`src/pkg/sps_pkg.sv`:
```
/*
  Constants for the special-function-register page selector and page stack.
  Assumes an 8-bit core that issues direct-addressed byte and bit accesses.
*/
package sps_pkg;

  // Window of the special-function-register space
  localparam logic [7:0] SFR_LO          = 8'h80;
  localparam logic [7:0] SFR_HI          = 8'hFF;

  // Low nibbles of the bit-addressable registers
  localparam logic [3:0] BIT_NIB_A       = 4'h0;
  localparam logic [3:0] BIT_NIB_B       = 4'h8;

  // Register offsets
  localparam logic [7:0] OFS_PAGE_SELECT   = 8'hA7;
  localparam logic [7:0] OFS_PAGE_CONTROL  = 8'hBC;
  localparam logic [7:0] OFS_STACK_READOUT = 8'hD7;

  // Pages on which the paged control registers appear
  localparam logic [7:0] PAGE_OF_CONTROL = 8'h10;
  localparam logic [7:0] PAGE_OF_READOUT = 8'h10;

  // Fields of page_control
  localparam int         AUTO_EN_BIT     = 0;
  localparam int         IDX_LSB         = 4;
  localparam int         IDX_W           = 3;

  // Reset values
  localparam logic [7:0] RST_PAGE_SELECT = 8'h00;
  localparam logic [7:0] RST_AUTO_EN     = 8'h01;
  localparam logic [2:0] RST_STACK_INDEX = 3'h0;
  localparam logic [7:0] RST_STACK_ENTRY = 8'h00;

  // Stack geometry
  localparam int         STACK_DEPTH     = 5;
  localparam logic [2:0] IDX_TOP         = 3'h0;
  localparam logic [2:0] IDX_BOTTOM      = 3'h4;

  // Core registers that decode on every page
  localparam int         NUM_CORE        = 14;
  localparam logic [7:0] CORE_ADDRS [NUM_CORE] = '{
    8'h80, 8'h81, 8'h82, 8'h83, 8'h87, 8'h90, 8'hA0,
    8'hA7, 8'hA8, 8'hB0, 8'hB8, 8'hD0, 8'hE0, 8'hF0
  };

  // Page presented to the peripherals for a core register
  localparam logic [7:0] CORE_PAGE       = 8'h00;

  typedef enum logic [1:0] {
    SPS_STK_HOLD = 2'b00,
    SPS_STK_PUSH = 2'b01,
    SPS_STK_POP  = 2'b11
  } sps_stk_op_t;

endpackage

```
`src/design/sps_stack_cell.sv`:
```
/*
  One byte of page state: an entry of the page stack or the page register.
  Assumes the caller computes the next value; this cell only stores it.
*/
`timescale 1ns/1ns
`default_nettype none

module sps_stack_cell (
  input  wire logic       i_mclk,
  input  wire logic       i_rst,
  input  wire logic       i_load,
  input  wire logic [7:0] i_d,
  output logic      [7:0] o_q
);
  import sps_pkg::*;

  logic [7:0] entry_ff;
  logic [7:0] nxt_entry;

  always_comb begin
    nxt_entry = entry_ff;
    if (i_load) begin
      nxt_entry = i_d;
    end
  end

  always_ff @(posedge i_mclk or posedge i_rst) begin
    if (i_rst) begin
      entry_ff <= RST_STACK_ENTRY;
    end else begin
      entry_ff <= nxt_entry;
    end
  end

  assign o_q = entry_ff;

endmodule

`default_nettype wire

```
`src/design/sps_page_stack.sv`:
```
/*
  Direct-access decoder for the special-function-register window with
  page selection, a five-entry page stack and stack read-back.
  Assumes one access per cycle from the core, interrupt entry and return
  given as one-cycle pulses at vectoring and at the return instruction,
  and peripherals that answer reads in the same cycle as the request.
*/
`timescale 1ns/1ns
`default_nettype none

module sps_page_stack (
  input  wire logic       i_mclk,
  input  wire logic       i_rst,
  // Core access
  input  wire logic       i_acc_valid,
  input  wire logic       i_acc_direct,
  input  wire logic       i_acc_bit,
  input  wire logic       i_acc_wr,
  input  wire logic [7:0] i_acc_addr,
  input  wire logic [7:0] i_acc_wdata,
  input  wire logic       i_acc_wbit,
  output logic            o_acc_rvalid,
  output logic      [7:0] o_acc_rdata,
  output logic            o_acc_bit_err,
  // Data memory side
  output logic            o_ram_valid,
  // Interrupt sequencing
  input  wire logic       i_int_entry,
  input  wire logic [7:0] i_int_page,
  input  wire logic       i_int_return,
  // Peripheral register side
  output logic            o_per_valid,
  output logic            o_per_wr,
  output logic            o_per_bit,
  output logic      [2:0] o_per_bit_pos,
  output logic      [7:0] o_per_addr,
  output logic      [7:0] o_per_page,
  output logic      [7:0] o_per_wdata,
  output logic            o_per_wbit,
  input  wire logic [7:0] i_per_rdata,
  // Page state
  output logic      [7:0] o_page_select,
  output logic            o_auto_page_enable
);
  import sps_pkg::*;

  // Address decode
  logic       in_window;
  logic       sfr_acc;
  logic [7:0] byte_addr;
  logic       bit_ok;
  logic       bit_bad;
  logic       is_core;
  logic       hit_select;
  logic       hit_control;
  logic       hit_readout;
  logic       own_hit;

  // Page state
  logic [7:0] entry_q [STACK_DEPTH];
  logic [7:0] entry_d [STACK_DEPTH];
  logic       entry_ld [STACK_DEPTH];
  sps_stk_op_t stk_op;

  logic       auto_en_ff;
  logic       nxt_auto_en;
  logic [2:0] stack_index_ff;
  logic [2:0] nxt_stack_index;

  logic       rvalid_ff;
  logic       nxt_rvalid;
  logic [7:0] rdata_ff;
  logic [7:0] nxt_rdata;
  logic       bit_err_ff;
  logic       nxt_bit_err;
  logic [7:0] read_byte;
  logic [7:0] readout_val;

  // Bit address above 0x7F names a register byte and a bit in it
  always_comb begin
    byte_addr = i_acc_addr;
    if (i_acc_bit) begin
      byte_addr = {i_acc_addr[7:3], 3'b000};
    end
  end

  // Bit operands at 0x80 and up are always register bits
  assign in_window = (i_acc_addr >= SFR_LO) && (i_acc_addr <= SFR_HI);
  assign sfr_acc   = i_acc_valid && in_window && (i_acc_direct || i_acc_bit);
  assign o_ram_valid = i_acc_valid && !sfr_acc;

  assign bit_ok  = (byte_addr[3:0] == BIT_NIB_A) || (byte_addr[3:0] == BIT_NIB_B);
  assign bit_bad = sfr_acc && i_acc_bit && !bit_ok;

  always_comb begin
    is_core = 1'b0;
    for (int k = 0; k < NUM_CORE; k++) begin
      if (byte_addr == CORE_ADDRS[k]) begin
        is_core = 1'b1;
      end
    end
  end

  assign hit_select  = sfr_acc && !i_acc_bit && (byte_addr == OFS_PAGE_SELECT);
  assign hit_control = sfr_acc && !i_acc_bit && (byte_addr == OFS_PAGE_CONTROL)
                       && (entry_q[0] == PAGE_OF_CONTROL);
  assign hit_readout = sfr_acc && !i_acc_bit && (byte_addr == OFS_STACK_READOUT)
                       && (entry_q[0] == PAGE_OF_READOUT);
  assign own_hit     = hit_select || hit_control || hit_readout;

  // Peripheral strobes carry the page; core registers ignore it
  always_comb begin
    o_per_valid   = sfr_acc && !own_hit && !bit_bad;
    o_per_wr      = i_acc_wr;
    o_per_bit     = i_acc_bit;
    o_per_bit_pos = i_acc_addr[2:0];
    o_per_addr    = byte_addr;
    o_per_wdata   = i_acc_wdata;
    o_per_wbit    = i_acc_wbit;
    o_per_page    = entry_q[0];
    if (is_core) begin
      o_per_page = CORE_PAGE;
    end
  end

  // Stack operation; entry wins over a return in the same cycle
  always_comb begin
    stk_op = SPS_STK_HOLD;
    if (auto_en_ff) begin
      if (i_int_entry) begin
        stk_op = SPS_STK_PUSH;
      end else if (i_int_return) begin
        stk_op = SPS_STK_POP;
      end
    end
  end

  // Next values of the page register (entry 0) and the stack entries
  always_comb begin
    for (int k = 0; k < STACK_DEPTH; k++) begin
      entry_d[k]  = entry_q[k];
      entry_ld[k] = 1'b0;
    end
    case (stk_op)
      SPS_STK_PUSH: begin
        for (int k = STACK_DEPTH - 1; k >= 1; k--) begin
          entry_d[k]  = entry_q[k - 1];
          entry_ld[k] = 1'b1;
        end
        entry_d[0]  = i_int_page;
        entry_ld[0] = 1'b1;
      end
      SPS_STK_POP: begin
        entry_d[0]  = entry_q[1];
        entry_ld[0] = 1'b1;
        for (int k = 1; k < STACK_DEPTH - 1; k++) begin
          entry_d[k]  = entry_q[k + 1];
          entry_ld[k] = 1'b1;
        end
      end
      SPS_STK_HOLD: begin
        if (hit_select && i_acc_wr) begin
          entry_d[0]  = i_acc_wdata;
          entry_ld[0] = 1'b1;
        end
      end
      default: begin
        for (int k = 0; k < STACK_DEPTH; k++) begin
          entry_ld[k] = 1'b0;
        end
      end
    endcase
  end

  genvar g;
  generate
    for (g = 0; g < STACK_DEPTH; g++) begin : g_entry
      sps_stack_cell u_cell (
        .i_mclk (i_mclk),
        .i_rst  (i_rst),
        .i_load (entry_ld[g]),
        .i_d    (entry_d[g]),
        .o_q    (entry_q[g])
      );
    end
  endgenerate

  // Page control register
  always_comb begin
    nxt_auto_en     = auto_en_ff;
    nxt_stack_index = stack_index_ff;
    if (hit_control && i_acc_wr) begin
      nxt_auto_en     = i_acc_wdata[AUTO_EN_BIT];
      nxt_stack_index = i_acc_wdata[IDX_LSB +: IDX_W];
    end
  end

  always_ff @(posedge i_mclk or posedge i_rst) begin
    if (i_rst) begin
      auto_en_ff     <= RST_AUTO_EN[0];
      stack_index_ff <= RST_STACK_INDEX;
    end else begin
      auto_en_ff     <= nxt_auto_en;
      stack_index_ff <= nxt_stack_index;
    end
  end

  // Stack readout; index 0 is the page register itself
  always_comb begin
    readout_val = 8'h00;
    if (stack_index_ff <= IDX_BOTTOM) begin
      readout_val = entry_q[stack_index_ff];
    end
  end

  // Read data mux; bad bit addresses read as zero, other misses take peripheral data
  always_comb begin
    read_byte = i_per_rdata;
    if (hit_select) begin
      read_byte = entry_q[0];
    end else if (hit_control) begin
      read_byte = 8'h00;
      read_byte[AUTO_EN_BIT] = auto_en_ff;
      read_byte[IDX_LSB +: IDX_W] = stack_index_ff;
    end else if (hit_readout) begin
      read_byte = readout_val;
    end else if (bit_bad) begin
      read_byte = 8'h00;
    end
  end

  always_comb begin
    nxt_rvalid  = sfr_acc && !i_acc_wr;
    nxt_rdata   = rdata_ff;
    nxt_bit_err = bit_bad;
    if (sfr_acc && !i_acc_wr) begin
      nxt_rdata = read_byte;
      if (i_acc_bit) begin
        nxt_rdata = {7'h00, read_byte[i_acc_addr[2:0]]};
      end
    end
  end

  always_ff @(posedge i_mclk or posedge i_rst) begin
    if (i_rst) begin
      rvalid_ff  <= 1'b0;
      rdata_ff   <= 8'h00;
      bit_err_ff <= 1'b0;
    end else begin
      rvalid_ff  <= nxt_rvalid;
      rdata_ff   <= nxt_rdata;
      bit_err_ff <= nxt_bit_err;
    end
  end

  assign o_acc_rvalid       = rvalid_ff;
  assign o_acc_rdata        = rdata_ff;
  assign o_acc_bit_err      = bit_err_ff;
  assign o_page_select      = entry_q[0];
  assign o_auto_page_enable = auto_en_ff;

endmodule

`default_nettype wire

```
`config.mk`:
```
export PLATFORM = sky130hd
export DESIGN_NAME = sps_page_stack
export DESIGN_NICKNAME = d
export VERILOG_FILES = /design/src/pkg/sps_pkg.sv /design/src/design/sps_stack_cell.sv /design/src/design/sps_page_stack.sv
export SDC_FILE = /design/constraint.sdc
export NUM_CORES = 1
export LEC_CHECK = 0
export ABC_AREA = 1
export BUFFER_PORTS_ARGS = -buffer_cell sky130_fd_sc_hd__buf_2
export CAP_MARGIN = 25
export CORE_MARGIN = 3
export CORE_UTILIZATION = 40
export DETAILED_ROUTE_END_ITERATION = 16
export HOLD_SLACK_MARGIN = 0.06
export PLACE_DENSITY = 0.64
export SLEW_MARGIN = 30
export SYNTH_ARGS = -nofsm -noshare
export SYNTH_HDL_FRONTEND = slang
export SYNTH_SLANG_ARGS = --single-unit
```
`constraint.sdc`:
```
create_clock -name i_mclk -period 2.4 [get_ports i_mclk]
set_input_delay 0.24 -clock i_mclk [delete_from_list [all_inputs] [get_ports i_mclk]]
set_output_delay 0.24 -clock i_mclk [all_outputs]
set_load 0.01 [all_outputs]
```
==> run_results.csv, run 1 <==
group,metric,value,unit
clocking,cts_sinks,54,
power_and_ir_drop,leakagePower,2.29,nW
sta,worst_slew_pin_slew,0.743,ns
drt,routedWlPerCell,15.2,µm
grt,global_route.overflow_total,0,
placed_design,hpwl,8.04,mm
sta,fin_crit_sh,87.9,%
grt,grt_antenna_before_repair,0,
critical_path,arrival,2.31,ns
logic_synthesis,ys_seq_area_share,36.4,%
placed_design,place_congestion,0.894,
power_and_ir_drop,p_clk_share,35.7,%
finish,final_util,48.0,%
sta,final_max_slew_viol_count,0,
clocking,cts_hold_buf,0,
grt,grt_pass1_vias,3471,
logic_synthesis,ys_ff_latch,54,
floorplanning,io_pins,92,
power_and_ir_drop,finalPower,1.82,mW
logic_synthesis,synth_top_area_share,35.7,%
finish,syn2layout_area_growth,14.4,%
clocking,clk_pin_slew,0.11,ns
finish,layout.cells.non_filler,709,
sta,hold_viol,0,
floorplanning,initial_core_util,42.0,%
clocking,worstSkewPairLatency,0.32,ns
flow_run,drv_cap,0,
floorplanning,die_h,102,µm
power_and_ir_drop,switching_share,26.4,%
drt,drc_errors,0,
power_and_ir_drop,p_comb_share,12.6,%
drt,vias_per_cell,5.22,
critical_path,rr_endpoint,"o_acc_rdata[0]",
clocking,cts_tree,"yes",
drt,drt_iter0_drc,315,
critical_path,critPathKind,"flip-flop to flip-flop",
placed_design,io_buffers,89,
finish,final_cell_mix,"nand2_1, buf_2, inv_1",
power_and_ir_drop,power_density,427,mW/mm²
power_and_ir_drop,p_int,1.34,mW
critical_path,critPathBufInv,1,
logic_synthesis,synth_cell_types,32,
clocking,cts_buffers,5,
critical_path,max_stage_delay,0.49,ns
floorplanning,dieArea,0.0105,mm²
logic_synthesis,synth_nets,579,
clocking,h-tree-depth,2,
floorplanning,core,0.00885,mm²
drt,first_pass_iters,5,
critical_path,endpoint_kind,"flip-flop",
logic_synthesis,avgSynthCellArea,6.95,µm²
finish,antenna_cells,0,
logic_synthesis,syn_area,0.00371,mm²
drt,antenna_left,0,
critical_path,rrSetupSlack,0.29,ns
power_and_ir_drop,switchingPower,0.480,mW
grt,grt_max_degree,55,
critical_path,start_kind,"flip-flop",
clocking,clk_path_buf_depth,2,
floorplanning,die_w,102,µm
floorplanning,rows,34,
sta,grt_setup_unrepaired,"no",
logic_synthesis,synth_cells,534,
sta,setup_viol,0,
finish,nets,645,
finish,drive_above_1_share,22.5,%
critical_path,rr_worst_depth,14,
placed_design,dp_cells,701,
grt,track_usage,21.2,%
run_status,outcome,"finished clean",
critical_path,required,2.60,ns
sta,fmax,474,MHz
critical_path,crit_chain,"nor2_1, nand2_1, nor2_2, nand2_2, nor2_4, nor2_1, nand3_1, nand2_1, nand2_1, nand2_1, inv_1, nand3_1, nand3_1, a21oi_1",
grt,grt_pass1_wl,17.4,mm
critical_path,crit_family,"simple AND/OR/NAND/NOR gates",
logic_synthesis,yosys_warnings,0,
clocking,clockRootBuffer,"clkbuf_8",
logic_synthesis,yosys.area.top_type,"dfrtp_1",
critical_path,path_common_cell,"nand2_1",
sta,fin_skew,0.00940,ns
power_and_ir_drop,power_frac_seq,51.7,%
sta,post-route-min-period,2.11,ns
critical_path,crit_slowest_cell,"dfrtp_1",
power_and_ir_drop,ir_drop,0.000245,V
hold_path,min_path_type,"input pin to asynchronous set/reset pin",
critical_path,r2r-start,"g_entry[0].u_cell.o_q[0]",
drt,wl,10.7,mm
logic_synthesis,synth_area_leaders,"dfrtp_1, nand2_1, inv_1, buf_4, nor2_1",
critical_path,path_max_fanout,8,
sta,setup_tns,0,ns
drt,vias,3704,
sta,slew_headroom,50.4,%
finish,final_common_cell,"nand2_1",
==> stage by stage <==
stage	hold WS, ns	instance area (µm²)	worst slack [ns]
2_1_floorplan	0.328	3710	0.241
3_3_place_gp	0.477	4130	0.317
3_5_place_dp	0.477	4130	0.270
4_1_cts	0.135	4250	0.242
5_1_grt	0.156	4250	0.0418
6_report	0.0984	4250	0.290
==> timing repair <==
action	4_1_cts	5_1_grt
gates resized for setup	0	1
buffers inserted	0	0
endpoints found under the setup margin	0	1
==> area by class of cell <==
class	instances	area (µm²)
repair buffers	105	566
clock buffers	5	68.8
inverters	74	278
well taps	108	135
multi-input cells	360	1800
clock inverters	3	47.5
fillers	927	4600
flip-flops and latches	54	1350
==> worst reg2reg max path: stages (launching register included) <==
cell and delay, ns:
dfrtp_1 0.49, nor2_1 0.13, nand2_1 0.11, nor2_2 0.21, nand2_2 0.09, nor2_4 0.20
nor2_1 0.13, nand3_1 0.15, nand2_1 0.10, nand2_1 0.07, nand2_1 0.05, inv_1 0.05
nand3_1 0.06, nand3_1 0.09, a21oi_1 0.07
==> power by group through the flow <==
| stage | clock network [mW] | logic (mW) | registers [mW] |
|---|---|---|---|
| 6_report | 0.649 | 0.228 | 0.939 |
| 3_3_place_gp | 0 | 0.227 | 0.956 |
| 2_1_floorplan | 0 | 0.128 | 0.965 |
| 4_1_cts | 0.666 | 0.230 | 0.938 |
| 3_5_place_dp | 0 | 0.229 | 0.956 |
| 5_1_grt | 0.700 | 0.254 | 0.941 |
==> cell usage after synthesis, drive strengths merged <==
cell,count
a211oi,1
a21oi,23
a32o,7
and2,1
buf,34
clkbuf,12
clkinv,2
conb,1
dfrtp,53
dfstp,1
ha,4
inv,72
mux2i,8
nand2,154
nand3,38
nor2,54
nor3,3
nor4,1
o211ai,25
o21ai,35
o22ai,5
==> flip-flops by register name, summed over array words and instances (netlist names) <==
register and cells:
stack_index_ff 3, o_acc_rvalid 1, o_acc_bit_err 1, o_acc_rdata 8
g_entry.u_cell.o_q 40, o_auto_page_enable 1
==> worst max-delay path by stage <==
stage                             start                  endpoint  slack, ns  depth (start not counted)
6_report       g_entry[0].u_cell.o_q[0]            o_acc_rdata[0]       0.29                         14
3_5_place_dp   g_entry[0].u_cell.o_q[0]            o_acc_rdata[0]       0.27                         15
3_3_place_gp   g_entry[0].u_cell.o_q[0]            o_acc_rdata[0]       0.32                         14
2_1_floorplan        o_auto_page_enable  g_entry[0].u_cell.o_q[0]       0.24                          9
4_1_cts        g_entry[0].u_cell.o_q[0]            o_acc_rdata[0]       0.24                         15
5_1_grt        g_entry[0].u_cell.o_q[0]            o_acc_rdata[0]       0.04                         14
==> logic make-up (layout without fill, tap and decap cells) <==
kind of cell	count (synthesis)	count (layout)	share of synthesized area, %
other	1	1	0.101
adders and majority gates	4	4	1.35
DFF	54	54	36.4
muxes	8	8	2.16
buffers and inverters	120	187	15.2
AOI/OAI and AO/OA	96	96	16.3
and+or+nand+nor	251	251	28.5
==> routing by layer <==
| layer | share of wire [%] | GRT usage, % |
|---|---|---|
| met2 | 46 | 32.9 |
| met5 | 0 | 0 |
| met4 | 2.2 | 6.26 |
| met1 | 46 | 30.6 |
| met3 | 5.6 | 3.21 |
(Power assumes the default switching activity.)
==> run 2: changes to the inputs <==
clock period = 2.3 ns   (was 2.4 ns; I/O delays follow)
==> run_results.csv, run 2 (synthesis gave the netlist of run 1 again) <==
group,metric,value,unit
run_status,outcome,"finished clean",
sta,setup_tns,0,ns
finish,final_util,48.0,%
sta,final_max_slew_viol_count,0,
floorplanning,initial_core_util,42.0,%
critical_path,required,2.07,ns
sta,slew_headroom,51.3,%
drt,vias_per_cell,5.29,
sta,post-route-min-period,2.09,ns
sta,fin_skew,0.00653,ns
grt,track_usage,20.8,%
drt,wl,10.8,mm
grt,global_route.overflow_total,0,
critical_path,r2r-start,"g_entry[0].u_cell.o_q[5]",
placed_design,io_buffers,89,
clocking,worstSkewPairLatency,0.31,ns
drt,vias,3768,
power_and_ir_drop,switchingPower,0.472,mW
clocking,h-tree-depth,2,
hold_path,min_path_type,"input pin to flip-flop",
sta,fin_crit_sh,90.8,%
clocking,clk_path_buf_depth,2,
sta,grt_setup_unrepaired,"no",
grt,grt_pass1_vias,3506,
placed_design,place_congestion,0.920,
finish,final_common_cell,"nand2_1",
critical_path,critPathBufInv,3,
critical_path,crit_family,"simple AND/OR/NAND/NOR gates",
finish,largest_reg_flops,40,
power_and_ir_drop,p_comb_share,13.9,%
clocking,clockRootBuffer,"clkbuf_8",
drt,antenna_left,0,
finish,final_cell_mix,"nand2_1, buf_2, inv_1",
finish,syn2layout_area_growth,14.5,%
sta,setup_viol,0,
clocking,cts_setup_buffers,0,
flow_run,drv_cap,0,
critical_path,start_kind,"flip-flop",
placed_design,hpwl,8.27,mm
power_and_ir_drop,power_frac_seq,56.1,%
drt,drt_iter0_drc,196,
clocking,clk_pin_slew,0.10,ns
sta,hold_viol,0,
grt,grt_antenna_before_repair,0,
power_and_ir_drop,p_clk_share,30.0,%
power_and_ir_drop,leakagePower,2.29,nW
sta,worst_slew_pin_slew,0.730,ns
floorplanning,die_w,102,µm
critical_path,max_stage_delay,0.51,ns
floorplanning,die_h,102,µm
clocking,cts_sinks,54,
critical_path,crit_chain,"inv_1, nand2_1, nor2_1, nand3_1, nor2_1, buf_4, nor4_1, buf_2",
critical_path,path_common_cell,"nor2_1",
drt,first_pass_iters,5,
placed_design,place_ws,0.167,ns
power_and_ir_drop,ir_drop,0.000257,V
sta,postLayoutSetupSlackWorst,0.211,ns
critical_path,rrSetupSlack,0.27,ns
grt,grt_max_degree,39,
clocking,cts_tree,"yes",
critical_path,rr_endpoint,"o_acc_rdata[0]",
floorplanning,core,0.00885,mm²
critical_path,critPathKind,"flip-flop to output port",
grt,grt_pass1_wl,17.1,mm
critical_path,worstSetupStartpoint,"g_entry[0].u_cell.o_q[6]",
critical_path,cp-endpoint,"o_per_valid",
critical_path,path_max_fanout,6,
clocking,cts_buffers,5,
finish,nets,649,
floorplanning,dieArea,0.0105,mm²
critical_path,crit_slowest_cell,"dfrtp_1",
floorplanning,rows,34,
drt,drc_errors,0,
critical_path,worstSetupPathDepth,8,
finish,num-fill-cells,926,
sta,fmax,479,MHz
finish,drive_above_1_share,23.0,%
power_and_ir_drop,switching_share,27.1,%
floorplanning,io_pins,92,
critical_path,endpoint_kind,"output port",
drt,routedWlPerCell,15.2,µm
power_and_ir_drop,p_int,1.27,mW
critical_path,rr_worst_depth,15,
power_and_ir_drop,power_density,410,mW/mm²
finish,antenna_cells,0,
critical_path,arrival,1.86,ns
[run 2: cell count changes in the layout (fill, tap and decap cells not counted), moves of 2 or more]
cell	delta
buf_4	+3
clkinv_2	+2
dfrtp_1	-2
dfrtp_2	+2
[run 2: cell type report]
type,instances,area [µm²],share of cell area [%]
multi-input cells,360,1810,42.5
clock inverters,2,10.0,0.236
flip-flops and latches,54,1360,31.9
repair buffers,109,598,14.1
inverters,74,278,6.54
clock buffers,5,68.8,1.62
well taps,108,135,3.18
[run 2: metal layers]
layer	track usage (%)	wire [µm]	vias up
met5	0	0	-
met4	6.16	244	0
met3	4.30	746	20
met2	31.9	4850	149
met1	29.7	4950	1769
li1	-	-	1830
[run 2: power by group through the flow]
stage / combinational [mW] / sequential, mW / clock, mW
2_1_floorplan: 0.134 / 1.01 / 0
4_1_cts: 0.245 / 0.978 / 0.524
3_3_place_gp: 0.240 / 0.997 / 0
5_1_grt: 0.271 / 0.981 / 0.571
6_report: 0.242 / 0.978 / 0.523
3_5_place_dp: 0.243 / 0.997 / 0
[run 2: worst reg2reg max path, stage by stage (launching register included)]
cell     delay, ns
dfrtp_1       0.41
buf_4         0.16
nor2_1        0.09
nand2_1       0.10
nor2_4        0.14
nand2_2       0.08
nor2_4        0.20
nor2_1        0.13
nand3_1       0.14
nand2_1       0.10
nand2_1       0.07
nand2_1       0.05
inv_1         0.04
nand3_1       0.05
nand3_1       0.09
a21oi_1       0.07
[run 2: how the worst min path moves through the flow]
stage	endpoint	from	cells past startpoint	slack [ns]
2_1_floorplan	o_acc_rvalid	i_acc_wr	1	0.32
3_3_place_gp	g_entry[4].u_cell.o_q[1]	i_rst	2	0.35
3_5_place_dp	g_entry[3].u_cell.o_q[1]	i_rst	2	0.34
4_1_cts	stack_index_ff[1]	i_acc_wdata[5]	3	0.21
5_1_grt	stack_index_ff[1]	i_acc_wdata[5]	3	0.21
6_report	o_auto_page_enable	i_acc_wdata[0]	3	0.21
[run 2: through the flow]
step	instances	instance area, µm²	hold WS, ns	power [mW]
6_report	712	4250	0.207	1.74
5_1_grt	712	4250	0.211	1.82
4_1_cts	712	4240	0.212	1.75
3_5_place_dp	704	4150	0.340	1.24
3_3_place_gp	704	4150	0.349	1.24
2_1_floorplan	534	3710	0.318	1.14
[run 2: what timing repair did]
action	CTS	global route
endpoints found under the hold margin	25	0
hold buffers	1	0
endpoints found under the setup margin	0	1
resized for setup	0	4
==> run 3: changes to the inputs <==
clock period = 2.25 ns   (was 2.3 ns; I/O delays follow)
==> run_results.csv, run 3 (synthesis gave the netlist of run 1 again) <==
group,metric,value,unit
finish,largest_reg_flops,40,
floorplanning,dieArea,0.0105,mm²
finish,antenna_cells,0,
critical_path,required,2.49,ns
clocking,worstSkewPairLatency,0.32,ns
flow_run,drv_cap,0,
sta,final_max_slew_viol_count,0,
hold_path,min_path_type,"input pin to flip-flop",
power_and_ir_drop,power_frac_seq,54.7,%
floorplanning,initial_core_util,42.0,%
critical_path,path_max_fanout,8,
critical_path,arrival,2.32,ns
clocking,clk_path_buf_depth,2,
hold_path,hp-start,"i_acc_wdata[0]",
run_status,outcome,"finished clean",
finish,final_cell_mix,"nand2_1, buf_2, inv_1",
drt,drc_errors,0,
critical_path,crit_family,"simple AND/OR/NAND/NOR gates",
sta,slew_headroom,49.9,%
sta,fmax,482,MHz
critical_path,critPathBufInv,2,
critical_path,rr_endpoint,"o_acc_rdata[0]",
sta,grt_setup_unrepaired,"yes",
grt,grt_antenna_before_repair,0,
clocking,cts_setup_buffers,0,
sta,post-route-min-period,2.07,ns
critical_path,endpoint_kind,"flip-flop",
grt,grt_pass1_wl,17.3,mm
clocking,clk_pin_slew,0.10,ns
grt,use_met1,31.1,%
placed_design,io_buffers,89,
power_and_ir_drop,power_density,425,mW/mm²
power_and_ir_drop,p_int,1.32,mW
critical_path,crit_slowest_cell,"dfrtp_1",
sta,hold_viol,0,
placed_design,hpwl,8.40,mm
critical_path,rr_worst_depth,15,
hold_path,whs_path_depth,3,
critical_path,start_kind,"flip-flop",
finish,drive_above_1_share,23.6,%
hold_path,worstHoldEndpoint,"o_auto_page_enable",
sta,setup_viol,0,
clocking,cts_tree,"yes",
critical_path,worstSetupStartpoint,"g_entry[0].u_cell.o_q[1]",
drt,vias_per_cell,5.21,
sta,fin_skew,0.0102,ns
critical_path,path_common_cell,"nand2_1",
clocking,cts_sinks,54,
sta,worst_slew_pin_slew,0.751,ns
finish,final_common_cell,"nand2_1",
floorplanning,io_pins,92,
power_and_ir_drop,switching_share,28.1,%
power_and_ir_drop,switchingPower,0.514,mW
placed_design,place_congestion,0.885,
grt,busiest_layer,"met2",
drt,routedWlPerCell,15.2,µm
clocking,clockRootBuffer,"clkbuf_8",
grt,grt_max_degree,55,
finish,final_util,48.8,%
floorplanning,core,0.00885,mm²
power_and_ir_drop,p_clk_share,31.8,%
critical_path,crit_chain,"nor2_1, nand2_1, nor2_4, nand2_2, nor2_4, inv_2, nand3_1, nand2_1, nand2_1, nand2_1, nand2_1, inv_1, nand2_1, nand3_1, a21oi_1",
clocking,cts_buffers,5,
drt,first_pass_iters,5,
critical_path,rrSetupSlack,0.18,ns
power_and_ir_drop,ir_drop,0.000251,V
grt,grtUsageMet2,33.5,%
critical_path,critPathKind,"flip-flop to flip-flop",
floorplanning,die_w,102,µm
grt,global_route.overflow_total,0,
sta,whs,0.167,ns
grt,track_usage,21.2,%
power_and_ir_drop,leakagePower,2.32,nW
critical_path,max_stage_delay,0.49,ns
sta,fin_crit_sh,92.2,%
critical_path,r2r-start,"g_entry[0].u_cell.o_q[1]",
drt,drt_iter0_drc,400,
grt,grtUsageMet3,3.07,%
drt,antenna_left,0,
finish,syn2layout_area_growth,16.2,%
grt,grt_pass1_vias,3450,
power_and_ir_drop,p_comb_share,13.5,%
floorplanning,rows,34,
floorplanning,die_h,102,µm
finish,nets,654,
drt,vias,3738,
drt,wl,10.9,mm
clocking,h-tree-depth,2,
==> run 3: cell types whose count changed in the layout (fill, tap and decap cells not counted), sizes merged <==
cell | before | now
buf | 108 | 113
clkinv | 4 | 3
clkinvlp | 0 | 1
inv | 72 | 73
==> run 3: layer usage <==
metal / wire length [µm] / part of all wire (%) / vias up
li1: - / - / 1836
met1: 5040 / 46 / 1748
met2: 5050 / 46 / 140
met3: 661 / 6.1 / 14
met4: 132 / 1.2 / 0
met5: 0 / 0 / -
==> run 3: repair_timing <==
item	4_1_cts	5_1_grt
hold buffers	1	0
resized for setup	0	3
endpoints found under the hold margin	53	0
setup endpoints to repair	0	6
==> run 3: area by class of cell <==
class,count,area [µm²]
fillers,916,4530
multi-input cells,360,1810
flip-flops and latches,54,1350
repair buffers,114,648
inverters,74,278
well taps,108,135
clock buffers,5,68.8
clock inverters,3,25.0
==> run 3: worst reg2reg max path, cell delays in order, from the launching register on <==
cell	delay, ns
dfrtp_1	0.49
nor2_1	0.13
nand2_1	0.11
nor2_4	0.18
nand2_2	0.08
nor2_4	0.22
inv_2	0.09
nand3_1	0.10
nand2_1	0.08
nand2_1	0.11
nand2_1	0.06
nand2_1	0.07
inv_1	0.04
nand2_1	0.06
nand3_1	0.07
a21oi_1	0.14
==> run 3: metrics by stage <==
stage | TNS [ns] | area (µm²) | setup slack (ns) | instances | power, mW
global route | -0.0479 | 4310 | -0.0364 | 718 | 1.91
detailed placement | 0 | 4200 | 0.0509 | 709 | 1.27
global placement | 0 | 4200 | 0.0674 | 709 | 1.27
floorplan | 0 | 3710 | 0.0915 | 534 | 1.17
finish | 0 | 4310 | 0.176 | 718 | 1.83
CTS | 0 | 4310 | 0.00771 | 718 | 1.84
==> run 3: how the worst max path moves through the flow <==
stage	end	slack (ns)	cells after the start
4_1_cts	o_acc_rdata[0]	0.008	16
3_3_place_gp	o_acc_rdata[0]	0.07	16
6_report	o_acc_rdata[0]	0.18	15
3_5_place_dp	o_acc_rdata[0]	0.05	16
2_1_floorplan	g_entry[0].u_cell.o_q[0]	0.09	9
5_1_grt	g_entry[0].u_cell.o_q[3]	-0.04	7
==> run 3: power by group through the flow <==
stage / registers [mW] / clock network [mW] / logic, mW
5_1_grt: 1.00 / 0.630 / 0.276
4_1_cts: 1.00 / 0.590 / 0.251
3_5_place_dp: 1.02 / 0 / 0.248
6_report: 1.00 / 0.583 / 0.248
3_3_place_gp: 1.02 / 0 / 0.248
2_1_floorplan: 1.03 / 0 / 0.137
